**config.mk**
```make
export PLATFORM = sky130hd
export DESIGN_NAME = dcs_command_status
export DESIGN_NICKNAME = d
export VERILOG_FILES = /design/src/common/dcs_pkg.sv /design/src/core/dcs_op_timer.sv /design/src/core/dcs_command_status.sv
export SDC_FILE = /design/constraint.sdc
export NUM_CORES = 1
export LEC_CHECK = 0
export BUFFER_PORTS_ARGS = -buffer_cell sky130_fd_sc_hd__buf_2
export CORE_MARGIN = 2
export CORE_UTILIZATION = 49
export CTS_CLUSTER_SIZE = 30
export DETAILED_ROUTE_END_ITERATION = 7
export GPL_ROUTABILITY_DRIVEN = 0
export MAX_ROUTING_LAYER = met4
export PLACE_DENSITY = 0.75
export SLEW_MARGIN = 20
export SYNTH_ARGS = -nofsm -noshare
export SYNTH_HDL_FRONTEND = slang
export SYNTH_HIERARCHICAL = 1
export SYNTH_SLANG_ARGS = --single-unit
```
**constraint.sdc**
```tcl
create_clock -name sys_clk -period 1.9 [get_ports sys_clk]
set_clock_uncertainty 0.05 [all_clocks]
set_input_delay 0.475 -clock sys_clk [delete_from_list [all_inputs] [get_ports sys_clk]]
set_output_delay 0.475 -clock sys_clk [all_outputs]
set_load 0.005 [all_outputs]
```
**src/common/dcs_pkg.sv**
```systemverilog
// Constants, field layout and error carrier for the disk command/status word
`default_nettype none

package dcs_pkg;

  // Field positions inside the command/status word
  localparam int FC_LSB  = 1;   // Function code, three bits
  localparam int EXT_LSB = 4;   // Extended bus address bits 16 and 17
  localparam int IRQ_EN_BIT = 6;   // Interrupt enable
  localparam int RDY_BIT = 7;   // Controller ready
  localparam int DS_LSB  = 8;   // Drive select, two bits

  // Reset and initialize values
  localparam logic [2:0] FC_RST  = 3'h0;
  localparam logic [1:0] DS_RST  = 2'h0;
  localparam logic [1:0] EXT_RST = 2'h0;
  localparam logic       IRQ_EN_RST = 1'b0;
  localparam logic       RDY_RST = 1'b1;

  // Synchronised pin vector {drive_error, drive_ready, bus_init_line_b}
  localparam logic [2:0] PIN_RST = 3'h1;

  // Error codes reported in bits 10 to 13
  localparam logic [3:0] EC_NONE          = 4'h0;
  localparam logic [3:0] EC_OP_INCOMPLETE = 4'h1;
  localparam logic [3:0] EC_DATA_CHECK    = 4'h2;
  localparam logic [3:0] EC_HEADER_CHECK  = 4'h3;
  localparam logic [3:0] EC_LATE          = 4'h4;
  localparam logic [3:0] EC_HDRMIS        = 4'h5;
  localparam logic [3:0] EC_NO_REPLY      = 4'h8;
  localparam logic [3:0] EC_PARITY        = 4'h9;

  // Operation-incomplete timeout
  localparam int unsigned TIMEOUT_MS     = 550;
  localparam int unsigned CLK_HZ         = 50_000_000;
  localparam int unsigned TIMEOUT_CYCLES = TIMEOUT_MS * (CLK_HZ / 1000);

  // Error pulses raised by the data path, DMA and drive logic
  typedef struct packed {
    logic memory_parity_abort;
    logic no_memory_reply;
    logic header_missing;
    logic data_late;
    logic header_check_fail;
    logic data_check_fail;
  } dcs_err_s;

  // Fixed priority encoder from error pulses to the reported code
  function automatic logic [3:0] err_code_of(input dcs_err_s e, input logic op_incomplete);
    logic [3:0] c;
    c = EC_NONE;
    if (e.memory_parity_abort)    c = EC_PARITY;
    else if (e.no_memory_reply)   c = EC_NO_REPLY;
    else if (e.data_check_fail)   c = EC_DATA_CHECK;
    else if (e.header_check_fail) c = EC_HEADER_CHECK;
    else if (e.data_late)         c = EC_LATE;
    else if (e.header_missing)    c = EC_HDRMIS;
    else if (op_incomplete)       c = EC_OP_INCOMPLETE;
    return c;
  endfunction

endpackage

`default_nettype wire

```
**src/core/dcs_op_timer.sv**
```systemverilog
// Operation-incomplete watchdog counting clock cycles while a command runs
`timescale 1ns/1ps
`default_nettype none

module dcs_op_timer #(
  parameter int unsigned CYCLES = dcs_pkg::TIMEOUT_CYCLES
) (
  input  wire logic sys_clk,
  input  wire logic rst_b,
  input  wire logic run,
  output logic      expired
);

  localparam int CW = $clog2(CYCLES + 1);

  logic [CW-1:0] cnt;  // Cycles spent in the current command

  // Count while running, hold at the limit, restart when idle
  always_ff @(posedge sys_clk or negedge rst_b) begin
    if (!rst_b) begin
      cnt <= '0;
    end else if (!run) begin
      cnt <= '0;
    end else if (cnt != CW'(CYCLES)) begin
      cnt <= cnt + CW'(1);
    end
  end

  // One pulse when the last allowed cycle has gone by
  always_ff @(posedge sys_clk or negedge rst_b) begin
    if (!rst_b) begin
      expired <= 1'b0;
    end else begin
      expired <= run && (cnt == CW'(CYCLES - 1));
    end
  end

endmodule

`default_nettype wire

```
**src/core/dcs_command_status.sv**
```systemverilog
// Command/status word of the disk controller: fields, start, completion, errors, interrupt
`timescale 1ns/1ps
`default_nettype none

module dcs_command_status #(
  parameter int unsigned OP_TIMEOUT_CYCLES = dcs_pkg::TIMEOUT_CYCLES
) (
  input  wire logic            sys_clk,
  input  wire logic            rst_b,
  input  wire logic            bus_init_line_b,
  input  wire logic            cmd_word_wr,
  input  wire logic [15:0]     cmd_word_wdata,
  input  wire logic            ext_reg_wr,
  input  wire logic [1:0]      ext_reg_wdata,
  input  wire logic            cmd_done,
  input  wire dcs_pkg::dcs_err_s err_in,
  input  wire logic            drive_ready_pin,
  input  wire logic            drive_error_pin,
  input  wire logic            irq_ack,
  output logic [15:0]          rd_data,
  output logic [2:0]           function_code,
  output logic [1:0]           drive_sel,
  output logic [1:0]           ext_addr,
  output logic                 controller_ready,
  output logic                 cmd_start,
  output logic                 irq_req
);

  logic [2:0] pin_s1;      // First synchroniser stage
  logic [2:0] pin_s2;      // Second stage
  logic [2:0] pin_s3;      // Third stage
  logic [2:0] pin_q;       // Settled pin levels
  logic       bus_init;    // Bus initialize active
  logic       drive_ready; // Selected drive ready
  logic       drive_error; // Selected drive flagged an error
  logic       irq_enable;  // Interrupt enable bit
  logic [3:0] error_code;  // Controller error code
  logic       wr_ok;       // Accepted command word write
  logic       ext_ok;      // Accepted extension write
  logic       start;       // Write that clears the ready flag
  logic       expired;     // Timeout pulse
  logic       fail;        // Any error while busy
  logic       done_evt;    // Command ends this cycle
  logic [3:0] next_code;   // Code captured on failure

  // Three-stage synchroniser for pins from outside the clock domain
  always_ff @(posedge sys_clk or negedge rst_b) begin
    if (!rst_b) begin
      pin_s1 <= dcs_pkg::PIN_RST;
      pin_s2 <= dcs_pkg::PIN_RST;
      pin_s3 <= dcs_pkg::PIN_RST;
    end else begin
      pin_s1 <= {drive_error_pin, drive_ready_pin, bus_init_line_b};
      pin_s2 <= pin_s1;
      pin_s3 <= pin_s2;
    end
  end

  // A bit changes only once stages two and three agree
  always_ff @(posedge sys_clk or negedge rst_b) begin
    if (!rst_b) begin
      pin_q <= dcs_pkg::PIN_RST;
    end else begin
      pin_q <= ((pin_s2 ~^ pin_s3) & pin_s2) | ((pin_s2 ^ pin_s3) & pin_q);
    end
  end

  assign bus_init    = !pin_q[0];
  assign drive_ready = pin_q[1];
  assign drive_error = pin_q[2];

  // Writes only land while the controller is ready
  assign wr_ok    = cmd_word_wr && controller_ready && !bus_init;
  assign ext_ok   = ext_reg_wr && controller_ready && !bus_init;
  assign start    = wr_ok && !cmd_word_wdata[dcs_pkg::RDY_BIT];
  assign fail     = !controller_ready && ((|err_in) || expired);
  assign done_evt = !controller_ready && !bus_init && (cmd_done || fail);
  assign next_code = dcs_pkg::err_code_of(err_in, expired);

  // Watchdog runs for as long as a command is in progress
  dcs_op_timer #(
    .CYCLES (OP_TIMEOUT_CYCLES)
  ) u_timer (
    .sys_clk (sys_clk),
    .rst_b   (rst_b),
    .run     (!controller_ready),
    .expired (expired)
  );

  // Function code, drive select and interrupt enable fields
  always_ff @(posedge sys_clk or negedge rst_b) begin
    if (!rst_b) begin
      function_code <= dcs_pkg::FC_RST;
      drive_sel     <= dcs_pkg::DS_RST;
      irq_enable    <= dcs_pkg::IRQ_EN_RST;
    end else if (bus_init) begin
      function_code <= dcs_pkg::FC_RST;
      drive_sel     <= dcs_pkg::DS_RST;
      irq_enable    <= dcs_pkg::IRQ_EN_RST;
    end else if (wr_ok) begin
      function_code <= cmd_word_wdata[dcs_pkg::FC_LSB +: 3];
      drive_sel     <= cmd_word_wdata[dcs_pkg::DS_LSB +: 2];
      irq_enable    <= cmd_word_wdata[dcs_pkg::IRQ_EN_BIT];
    end
  end

  // Address bits 16 and 17, shared with the extension register
  always_ff @(posedge sys_clk or negedge rst_b) begin
    if (!rst_b) begin
      ext_addr <= dcs_pkg::EXT_RST;
    end else if (bus_init) begin
      ext_addr <= dcs_pkg::EXT_RST;
    end else if (ext_ok) begin
      ext_addr <= ext_reg_wdata;  // Extension write wins a same-cycle clash
    end else if (wr_ok) begin
      ext_addr <= cmd_word_wdata[dcs_pkg::EXT_LSB +: 2];
    end
  end

  // Ready flag: cleared by software only, set by hardware only
  always_ff @(posedge sys_clk or negedge rst_b) begin
    if (!rst_b) begin
      controller_ready <= dcs_pkg::RDY_RST;
    end else if (bus_init) begin
      controller_ready <= 1'b1;
    end else if (start) begin
      controller_ready <= 1'b0;
    end else if (done_evt) begin
      controller_ready <= 1'b1;
    end
  end

  // One-cycle start pulse toward the sequencer
  always_ff @(posedge sys_clk or negedge rst_b) begin
    if (!rst_b) begin
      cmd_start <= 1'b0;
    end else begin
      cmd_start <= start && !bus_init;
    end
  end

  // Error code: cleared per command, first failure captured
  always_ff @(posedge sys_clk or negedge rst_b) begin
    if (!rst_b) begin
      error_code <= dcs_pkg::EC_NONE;
    end else if (bus_init || start) begin
      error_code <= dcs_pkg::EC_NONE;
    end else if (fail) begin
      error_code <= next_code;
    end
  end

  // Interrupt request: set on enabled completion, held until acknowledge or bus initialize
  always_ff @(posedge sys_clk or negedge rst_b) begin
    if (!rst_b) begin
      irq_req <= 1'b0;
    end else if (bus_init) begin
      irq_req <= 1'b0;
    end else if (done_evt && irq_enable) begin
      irq_req <= 1'b1;
    end else if (irq_ack) begin
      irq_req <= 1'b0;
    end
  end

  // Read word snapshot; composite error from bits 10 to 14
  always_ff @(posedge sys_clk or negedge rst_b) begin
    if (!rst_b) begin
      rd_data <= 16'h0000;
    end else begin
      rd_data <= {(|error_code) | drive_error, drive_error, error_code, drive_sel,
                  controller_ready, irq_enable, ext_addr, function_code, drive_ready};
    end
  end

  a_start_clears_rdy: assert property (
    @(posedge sys_clk) disable iff (!rst_b)
    start && !bus_init |=> !controller_ready && cmd_start)
    else $error("start did not clear ready");

  a_init_clears_fc: assert property (
    @(posedge sys_clk) disable iff (!rst_b)
    bus_init |=> function_code == dcs_pkg::FC_RST && irq_enable == 1'b0 && controller_ready)
    else $error("initialize did not clear fields");

  a_ext_from_write: assert property (
    @(posedge sys_clk) disable iff (!rst_b)
    wr_ok && !ext_ok |=> ext_addr == $past(cmd_word_wdata[5:4]))
    else $error("extended address not written");

  a_irq_on_done: assert property (
    @(posedge sys_clk) disable iff (!rst_b)
    done_evt && irq_enable |=> irq_req ##1 (irq_req || $past(irq_ack) || $past(bus_init)))
    else $error("no interrupt at command end");

  a_irq_held: assert property (
    @(posedge sys_clk) disable iff (!rst_b)
    irq_req && !irq_ack && !bus_init |=> irq_req)
    else $error("interrupt dropped before acknowledge");

  a_done_sets_rdy: assert property (
    @(posedge sys_clk) disable iff (!rst_b)
    done_evt |=> controller_ready ##2 rd_data[7] || $past(start, 2) || $past(bus_init, 2))
    else $error("ready not set at command end");

  a_busy_locked: assert property (
    @(posedge sys_clk) disable iff (!rst_b)
    !controller_ready && !done_evt && !bus_init |=> !controller_ready && $stable(drive_sel))
    else $error("ready or field changed while busy");

  a_code_on_fail: assert property (
    @(posedge sys_clk) disable iff (!rst_b)
    fail && !bus_init |=> error_code == dcs_pkg::err_code_of($past(err_in), $past(expired)))
    else $error("wrong error code captured");

  a_timeout_code: assert property (
    @(posedge sys_clk) disable iff (!rst_b)
    expired && !controller_ready && !bus_init && err_in == '0 |=> error_code == dcs_pkg::EC_OP_INCOMPLETE)
    else $error("timeout not reported");

  a_crc_code: assert property (
    @(posedge sys_clk) disable iff (!rst_b)
    fail && !bus_init && err_in == 6'h01 |=> error_code == dcs_pkg::EC_DATA_CHECK)
    else $error("data check failure not reported");

  a_start_clears_ec: assert property (
    @(posedge sys_clk) disable iff (!rst_b)
    cmd_start |-> error_code == dcs_pkg::EC_NONE)
    else $error("error code not cleared at start");

  a_composite_err: assert property (
    @(posedge sys_clk) disable iff (!rst_b)
    rd_data[15] == (|rd_data[14:10]))
    else $error("composite error bit wrong");

  a_clean_done: assert property (
    @(posedge sys_clk) disable iff (!rst_b)
    done_evt && !fail |=> error_code == dcs_pkg::EC_NONE)
    else $error("clean command left an error code");

endmodule

`default_nettype wire

```
==> results of run 1 <==
[worst max-delay path by stage]
stage                       to  slack, ps  cells after the start
4_1_cts        u_timer/cnt[21]          3                      4
3_5_place_dp   u_timer/cnt[22]       -160                      5
6_report       u_timer/cnt[21]         20                      4
2_1_floorplan  u_timer/cnt[17]        -20                      5
5_1_grt        u_timer/cnt[24]        -40                      5
3_3_place_gp   u_timer/cnt[22]       -110                      5
[where the power goes]
part / leakage [nW] / switching [mW] / total, mW / internal [mW]
clock network: 0.106 / 0.536 / 1.31 / 0.777
registers: 0.909 / 0.0370 / 1.57 / 1.53
logic: 0.649 / 0.105 / 0.196 / 0.0913
total: 1.66 / 0.678 / 3.08 / 2.40
[metrics by stage]
stage          setup TNS (ps)  instance area, sq um
6_report                    0                  3700
3_5_place_dp             -883                  3360
4_1_cts                     0                  3690
2_1_floorplan           -21.4                  2940
5_1_grt                  -135                  3700
3_3_place_gp             -463                  3360
[flip-flops by register name, summed over array words and instances (netlist names), 2 cells and up]
name and flops:
u_timer/cnt 25, drive_sel 2, error_code 4, pin_s1 3, function_code 3, pin_s2 3
ext_addr 2, rd_data 16, pin_q 3, pin_s3 3
[what timing repair did]
action,in CTS,in global routing
hold endpoints to repair,13,0
gates resized for setup,4,3
setup endpoints to repair,8,7
cloned,1,0
pin swaps,4,0
hold buffers,1,0
buffers inserted,9,0
[per-layer routing]
layer | global-route usage (%) | vias up | part of all wire [%]
li1 | - | 1119 | -
met4 | 7.63 | 0 | 2.0
met5 | - | - | 0
met3 | 6.22 | 14 | 6.1
met1 | 23.6 | 1129 | 44
met2 | 30.2 | 66 | 48
[cell usage in the layout (no fill, tap or decap), types with 4 or more instances in the layout]
| master | instances |
|---|---|
| a21boi_0 | 6 |
| xnor2_1 | 5 |
| nand4_1 | 5 |
| nor4_1 | 4 |
| nand2_1 | 20 |
| nand3_1 | 17 |
| o21ai_0 | 5 |
| or4_1 | 8 |
| inv_1 | 9 |
| nor2_1 | 13 |
| or3_1 | 5 |
| a21oi_1 | 14 |
| ha_1 | 4 |
| buf_4 | 25 |
| clkbuf_8 | 10 |
| xor2_1 | 5 |
| dfrtp_1 | 64 |
| buf_2 | 51 |
| o22ai_1 | 5 |
| dfstp_2 | 5 |
| o31ai_1 | 9 |
[worst register-to-register path, stage by stage, from the launching register on]
cell and delay (ps):
dfrtp_1 370, nand3_2 120, or4_4 590, or4_4 530, a21oi_2 140
[final cells by class]
class / count / share of cell area [%]
repair buffers: 78 / 12.8
flip-flops and latches: 69 / 46.9
multi-input cells: 173 / 30.6
clock inverters: 5 / 2.27
clock buffers: 11 / 3.82
inverters: 10 / 1.12
well taps: 75 / 2.54
[kinds of logic after synthesis]
| group | count (synthesis) |
|---|---|
| AOI/OAI and AO/OA | 56 |
| xor gates and xnor gates | 10 |
| adders and majority gates | 5 |
| buffers and inverters | 21 |
| DFF | 69 |
| and+or+nand+nor | 101 |
==> qor.yml, run 1 <==
synth_compound_area_share_pct: 12.5
ant_nets: 0
synth.distinct_cells: 50
yosys-top-cells-area: "dfrtp_1 (55%), dfstp_2 (4.5%), a21oi_1 (2.9%)"
multiInputGateArea_sq_um: 1130
port_buffers: 51
seq_area_frac_synth_pct: 59.3
synth-xor-area-share_pct: 3.00
die_width_um: 81.3
crit_family: "simple AND/OR/NAND/NOR gates"
finalSetupViolCount: 0
worstMarginPinSlew_ps: 469
cts_buffer_depth: 2
holdWs_ps: 189
yosysTopAreaCellShare_pct: 54.8
dp_slack_ps: -163
crit_required_ps: 2110
placementRows: 28
antenna_found_initial: 0
drv_slew: 0
synth-seq-cells: 69
vias: 2328
synthMuxAreaShare_pct: 0
netlist_area_sq_um: 2920
synthAdderAreaFrac_pct: 2.14
ios: 59
final_nets: 379
regArea_sq_um: 1730
max_freq_ghz: 0.533
gr-usage-all-layers_pct: 19.4
drtIter0Drc: 127
viasPerCell: 5.53
syn-num-nets: 300
firstDrtPassIters: 4
clkTransAtPathRegs_ps: 70
drc: 0
postSynthAreaPerCell_sq_um: 11.2
fillers: 470
core_area_sq_um: 5850
grt_max_degree: 29
min_from: "drive_ready_pin"
synth-edff-count: 0
synth.top_cells.by_count: "dfrtp_1 (64), nand2_1 (20), a21oi_1 (17), nand3_1 (17), nor2_1 (13)"
power.density_nw_per_um2: 833
crit_type: "reg -> reg"
rrSetupSlack_ps: 20
die_h_um: 81.3
crit_slowest_cell: "or4_4"
yosysWarnings: 6
cts_sinks: 69
hpwl_um: 3830
fin_crit_sh_pct: 98.8
whs_path_depth: 1
worstSetupEndpointType: "flop"
wl_per_cell_um: 13.6
tritoncts: "yes"
setup.worst_path.start: "u_timer/cnt[3]"
start_kind: "flop"
grt_pass1_wl_um: 9570
status: "finished, final reports clean"
fin_crit_ps: 1880
hold_viol_final: 0
yosysMostFrequentCell: "dfrtp_1"
r2r_end: "u_timer/cnt[21]"
synth-async-reset-ratio_pct: 100
grt_overflow: 0
drive_gt1_share_pct: 33.5
drv_cap: 0
synth_ff_type: "dfrtp_1"
power_mw: 3.08
synthCells: 262
synthSimpleGateAreaFrac_pct: 19.9
cts_buffers: 9
dieArea_sq_um: 6600
layout.cells.non_filler: 421
final_util_pct: 63.2
reg2reg_depth: 4
diodes: 0
worstHoldEndpoint: "pin_s1[1]"
relSlewSlack_pct: 68.6
synth_top_cell_by_area: "dfrtp_1"
fin_ws_ps: 22.8
synth_top_family_by_area: "simple AND/OR/NAND/NOR gates"
r2r_start: "u_timer/cnt[3]"
vdd_ir_drop_max_v: 0.000595
cp_common_cell: "or4_4"
wl_um: 5710
cp.arrival_ps: 2090
initial_core_util_pct: 50.0
hold_class: "in -> reg"
rsz0062_at_grt: "true"
path_cells: "nand3_2, or4_4, or4_4, a21oi_2"
cts-root-buf: "clkbuf_8"
grt_pass1_vias: 2141
crit_path_max_incr_delay_ps: 590
syn_to_final_growth_pct: 26.4
worstPathMaxFanout: 5
cts_htree_levels: 3
p_leak_nw: 1.66
crit_buf_inv: 0
place_inst: 394
clock_latency_ps: 340
(Power assumes the default switching activity.)
==> run 2, diff against run 1 <==
--- a/config.mk
+++ b/config.mk
@@ -16,5 +16,4 @@
 export SLEW_MARGIN = 20
 export SYNTH_ARGS = -nofsm -noshare
 export SYNTH_HDL_FRONTEND = slang
-export SYNTH_HIERARCHICAL = 1
 export SYNTH_SLANG_ARGS = --single-unit
==> run 2 against run 1 <==
The run now ends with negative setup slack left. First-iteration DRC count grew 5.5%. Synthesized cell count grew 1.5%. Clock-buffer cell count grew 1. Largest cell class unchanged. Fmax shrank 1.8%.
==> qor.yml, run 2 <==
grt_pass1_wl_um: 10400  # +8.9%
yosysMostFrequentCell: "dfrtp_1"
relSlewSlack_pct: 67.0  # -1.6 points
power.density_nw_per_um2: 777  # -6.7%
grt_max_degree: 32  # +10%
netlist_area_sq_um: 2910  # -0.47%
crit_required_ps: 2130  # +20 ps
drc: 0  # unchanged
drv_slew: 0  # unchanged
yosys-top-cells-area: "dfrtp_1 (55%), dfstp_2 (4.5%), nand2_1 (3.2%)"
die_h_um: 81.1  # -0.23%
clkTransAtPathRegs_ps: 70  # about the same
core_area_sq_um: 5820  # -0.60%
ios: 59  # unchanged
synthCells: 266  # +1.5%
final_nets: 385  # +1.6%
hold_class: "in -> async"
synth-seq-cells: 69  # unchanged
finalSetupViolCount: 1  # +1
viasPerCell: 5.43  # -1.9%
regMostFlops: "u_timer.cnt"
synth-async-reset-ratio_pct: 100  # unchanged
drv_cap: 0  # unchanged
wl_per_cell_um: 14.9  # +9.6%
clock_latency_ps: 350  # about the same
seq_area_frac_synth_pct: 59.5  # +0.28 points
finalSetupTns_ps: -12.5  # -12.5 ps
crit_path_max_incr_delay_ps: 550  # -40 ps
final_common_cell: "dfrtp_1"
initial_core_util_pct: 50.0  # +0.064 points
crit_slowest_cell: "or4_4"
path_cells: "ha_2, nand4_1, or4_4, or3_1, a21oi_2"
antenna_found_initial: 0  # unchanged
cts-root-buf: "clkbuf_8"
yosysWarnings: 0  # -6
hpwl_um: 4430  # +16%
cts_buffers: 9  # unchanged
diodes: 0  # unchanged
port_buffers: 51  # unchanged
tritoncts: "yes"
crit_type: "reg -> reg"
status: "complete, but fails checks"
syn_to_final_growth_pct: 26.0
fin_crit_sh_pct: 101  # +1.9 points
rsz0062_at_grt: "true"
cts_htree_levels: 3  # unchanged
cts_sinks: 69  # unchanged
grt_overflow: 0  # unchanged
dp_slack_ps: -79.7  # +83.4 ps
yosysTopAreaCellShare_pct: 55.0  # +0.26 points
fin_ws_ps: -12.5  # -35.4 ps
drive_gt1_share_pct: 32.4  # -1.1 points
violations: "negative setup slack"
vdd_ir_drop_max_v: 0.000676  # +14%
wl_um: 6350  # +11%
vias: 2317  # -0.47%
synth.distinct_cells: 45  # -10%
die_width_um: 81.1  # -0.23%
worstPathMaxFanout: 8  # +3
cts_hold_buf: 0  # -1
syn-num-nets: 304  # +1.3%
fillers: 493  # +4.9%
ant_nets: 0  # unchanged
synth_ff_type: "dfrtp_1"
synth-edff-count: 0  # unchanged
postSynthAreaPerCell_sq_um: 10.9  # -2.0%
synth.top_cells.by_count: "dfrtp_1 (64), nand2_1 (25), nor2_1 (22), a21oi_1 (15), nand3_1 (14)"
cp.arrival_ps: 2140  # +50 ps
dieArea_sq_um: 6570  # -0.45%
largest_register_ffs: 25  # unchanged
worstMarginPinSlew_ps: 494  # +25.1 ps
fin_crit_ps: 1910  # +35.4 ps
start_kind: "flop"
placementRows: 28  # unchanged
synth_top_cell_by_area: "dfrtp_1"
p_leak_nw: 1.67  # +0.33%
final_cell_mix: "dfrtp_1 (62), buf_2 (51), buf_4 (27)"
holdWs_ps: 35.6  # -153 ps
firstDrtPassIters: 4  # unchanged
largest_registers: "u_timer.cnt: 25 flops, rd_data: 16 flops, error_code: 4 flops"
cts_buffer_depth: 2  # unchanged
grt_pass1_vias: 2270  # +6.0%
hold_viol_final: 0  # unchanged
final_util_pct: 63.0  # -0.16 points
drtIter0Drc: 134  # +5.5%
max_freq_ghz: 0.523  # -1.8%
worstSetupEndpointType: "flop"
gr-usage-all-layers_pct: 21.4  # +2.0 points
[run 2: critical path, delay by kind of cell, from the launching register on]
kind,cells,cell delay [ps]
AO/OA/AOI/OAI,1,160
adder cells (fa/ha/maj),1,190
flip-flops,1,390
AND/OR/NAND/NOR,3,1050
[run 2: worst paths after layout]
check                                 from               to  slack, ps  cells after the start
setup reg to reg            u_timer.cnt[1]  u_timer.cnt[18]        -10                      5
max in group asynchronous            rst_b        pin_s2[0]       1160                      2
min in group sys_clk       bus_init_line_b        pin_s1[0]        170                      1
hold / removal                       rst_b  u_timer.cnt[14]         40                      1
hold reg to reg                  pin_s1[0]        pin_s2[0]        310                      0
setup / recovery            u_timer.cnt[1]  u_timer.cnt[18]        -10                      5
[run 2: repair_timing]
item                                    in CTS  in global routing
resized for setup                            1                  7
endpoints found under the setup margin       8                 10
setup buffers                                1                  1
gates cloned                                 0                  1
pin swaps                                    1                  3
[run 2: kinds of logic after synthesis]
group                    synth area share, %
AO/OA/AOI/OAI                           10.6
XOR/XNOR                                3.31
multiplexers                           0.731
flip-flops                              59.5
buffers and inverters                   2.92
adder cells (fa/ha/maj)                 2.15
AND/OR/NAND/NOR                         20.7
[run 2: through the flow]
step	cell area, sq um	total power, mW	instances
after global routing	3670	2.97	427
after floorplan	2920	1.67	266
after detailed placement	3430	1.81	408
after CTS	3620	2.88	425
after global placement	3430	1.80	408
final	3670	2.85	427
[run 2: layout make-up]
class,count,area (sq um),area share [%]
Clock buffer,12,145,3.96
Clock inverter,4,32.5,0.887
Inverter,8,30.0,0.819
Multi-Input combinational cell,179,1130,30.9
Sequential cell,69,1740,47.3
Tap cell,75,93.8,2.56
Timing Repair Buffer,80,498,13.6
[run 2: power by group]
| group | internal (mW) | total (mW) | switching (mW) |
|---|---|---|---|
| Sequential | 1.53 | 1.57 | 0.0417 |
| Combinational | 0.0953 | 0.204 | 0.109 |
| Clock | 0.517 | 1.07 | 0.554 |
| Total | 2.14 | 2.85 | 0.705 |
[run 2: metal layers]
metal	vias to the layer above	part of all wire [%]	GRT usage (%)
li1	1116	-	-
met4	0	1.2	5.59
met3	7	4.1	6.11
met5	-	0	-
met1	1145	45	27.8
met2	49	49	33.1
==> run 3, diff against run 2 <==
==> constraint.sdc (replaced) <==
create_clock -name sys_clk -period 1.6 [get_ports sys_clk]
set_clock_uncertainty 0.05 [all_clocks]
set_input_delay 0.4 -clock sys_clk [delete_from_list [all_inputs] [get_ports sys_clk]]
set_output_delay 0.4 -clock sys_clk [all_outputs]
set_load 0.005 [all_outputs]
==> run 3 against run 2 <==
Routed wire length rose by 3.5%. Global-route usage grew 0.44 points. Design area is 5.3% higher. Largest power group unchanged. Final cell count rose by 3.5%. Core utilization rose by 3.4 points. Critical path depth is the same. Via count is 4.3% higher. Sequential share of layout area down 2.4 points. Sequential cell count unchanged. Critical endpoint is now u_timer.cnt[17]. The flow still finishes with violations (negative setup slack). Clock-buffer cell count decreased by 3. Fmax grew 5.2%.
==> qor.yml, run 3 (synthesized netlist as in run 2, its figures left out) <==
status: "complete, but fails checks"
violations: "negative setup slack"
ios: 59  # unchanged
regMostFlops: "u_timer.cnt"
r2r_start: "u_timer.cnt[1]"
grt_pass1_wl_um: 10600  # +1.4%
syn_to_final_growth_pct: 32.7
die_h_um: 81.1  # unchanged
worstPathMaxFanout: 5  # -3
crit_type: "reg -> reg"
largest_registers: "u_timer.cnt: 25 flops, rd_data: 16 flops, error_code: 4 flops"
power.density_nw_per_um2: 913  # +17%
dieArea_sq_um: 6570  # unchanged
cts-root-buf: "clkbuf_8"
place_inst: 419  # +2.7%
firstDrtPassIters: 4  # unchanged
dp_slack_ps: -315  # -235 ps
fin_crit_ps: 1820  # -95.3 ps
grt_max_degree: 70  # +120%
final_common_cell: "dfrtp_1"
max_freq_ghz: 0.550  # +5.2%
finalSetupViolCount: 16  # +15
cp.arrival_ps: 2050  # -90 ps
tritoncts: "yes"
vdd_ir_drop_max_v: 0.00109  # +61%
clkTransAtPathRegs_ps: 80  # about the same
fin_ws_ps: -217  # -205 ps
grt_overflow: 0  # unchanged
antenna_found_initial: 0  # unchanged
core_area_sq_um: 5820  # unchanged
r2r_end: "u_timer.cnt[17]"
diodes: 0  # unchanged
final_nets: 400  # +3.9%
critPathCapture: "u_timer.cnt[17]"
worstMarginPinSlew_ps: 396  # -98.4 ps
finalSetupTns_ps: -1800  # -1790 ps
clock_latency_ps: 350  # about the same
crit_required_ps: 1830  # -300 ps
layout.cells.non_filler: 442  # +3.5%
cts_htree_levels: 3  # unchanged
cts_hold_buf: 0  # unchanged
drv_cap: 0  # unchanged
drv_slew: 0  # unchanged
cts_sinks: 69  # unchanged
relSlewSlack_pct: 72.8  # +5.8 points
drtIter0Drc: 175  # +31%
drive_gt1_share_pct: 38.4  # +6.0 points
hold_viol_final: 0  # unchanged
rsz0062_at_grt: "true"
wl_per_cell_um: 14.9  # about the same
worstSetupEndpointType: "flop"
wl_um: 6570  # +3.5%
vias: 2417  # +4.3%
die_width_um: 81.1  # unchanged
cts_buffers: 9  # unchanged
fin_crit_sh_pct: 114  # +13 points
drc: 0  # unchanged
rrSetupSlack_ps: -220  # -200 ps
p_leak_nw: 1.78  # +6.4%
gr-usage-all-layers_pct: 21.8  # +0.44 points
grt_pass1_vias: 2392  # +5.4%
setup.worst_path.start: "u_timer.cnt[1]"
placementRows: 28  # unchanged
viasPerCell: 5.47  # +0.78%
largest_register_ffs: 25  # unchanged
initial_core_util_pct: 50.0  # unchanged
hold_class: "in -> async"
final_cell_mix: "dfrtp_1 (62), buf_2 (51), buf_4 (41)"
port_buffers: 51  # unchanged
hpwl_um: 4370  # -1.4%
power_mw: 3.52  # +24%
fillers: 454  # -7.9%
ant_nets: 0  # unchanged
cts_buffer_depth: 2  # unchanged
start_kind: "flop"
reg2reg_depth: 5  # unchanged
==> run 3: changes by cell type in the layout (fill, tap and decap cells not counted), sizes merged <==
| cell | before | now |
|---|---|---|
| clkbuf | 12 | 9 |
| bufinv | 0 | 1 |
| buf | 80 | 95 |
| clkinvlp | 2 | 1 |
| inv | 9 | 10 |
| clkinv | 1 | 3 |
==> run 3: worst min path at each step <==
stage | end | slack (ps)
after global placement | pin_s2[2] | 280
after floorplan | cmd_start | 50
after detailed placement | pin_s2[1] | 290
after CTS | pin_q[1] | 50
final | pin_q[1] | 40
after global routing | rd_data[8] | 50
==> run 3: where the power goes <==
part           internal [mW]  switching (mW)  leakage [nW]
Combinational          0.119           0.141         0.771
Clock                  0.727           0.680         0.100
Sequential              1.82          0.0384         0.906
==> run 3: metrics by stage <==
step	cell area, sq um	hold WS [ps]	util (%)
final	3860	42.2	66.4
after global routing	3860	50.5	66.4
after CTS	3800	51.9	65.3
after detailed placement	3520	292	60.6
after global placement	3520	282	60.6
after floorplan	2950	54.4	-
==> run 3: timing repair <==
item,4_1_cts,5_1_grt
gates cloned,1,0
setup endpoints to repair,16,21
pin swaps,3,7
setup buffers,5,2
resized for setup,7,12
==> run 3: area by class of cell <==
type / count / area (sq um) / area share (%)
sequential: 69 / 1740 / 44.9
multi-input combinational: 179 / 1200 / 31.0
timing repair buffer: 95 / 606 / 15.7
clock buffer: 9 / 124 / 3.21
tap: 75 / 93.8 / 2.43
clock inverter: 7 / 73.8 / 1.91
inverter: 8 / 30.0 / 0.778
==> run 3: critical path, cell delays in order, from the launching register on <==
cell and delay [ps]:
dfrtp_1 380, buf_6 110, nand4_1 150, or4_4 500, or4_4 440, a21oi_2 130
==> run 3: routing by layer <==
metal | track usage (%) | wire, um
met1 | 25.9 | 2770
met2 | 35.7 | 3420
met4 | 6.95 | 85
met5 | - | 0
met3 | 6.67 | 285
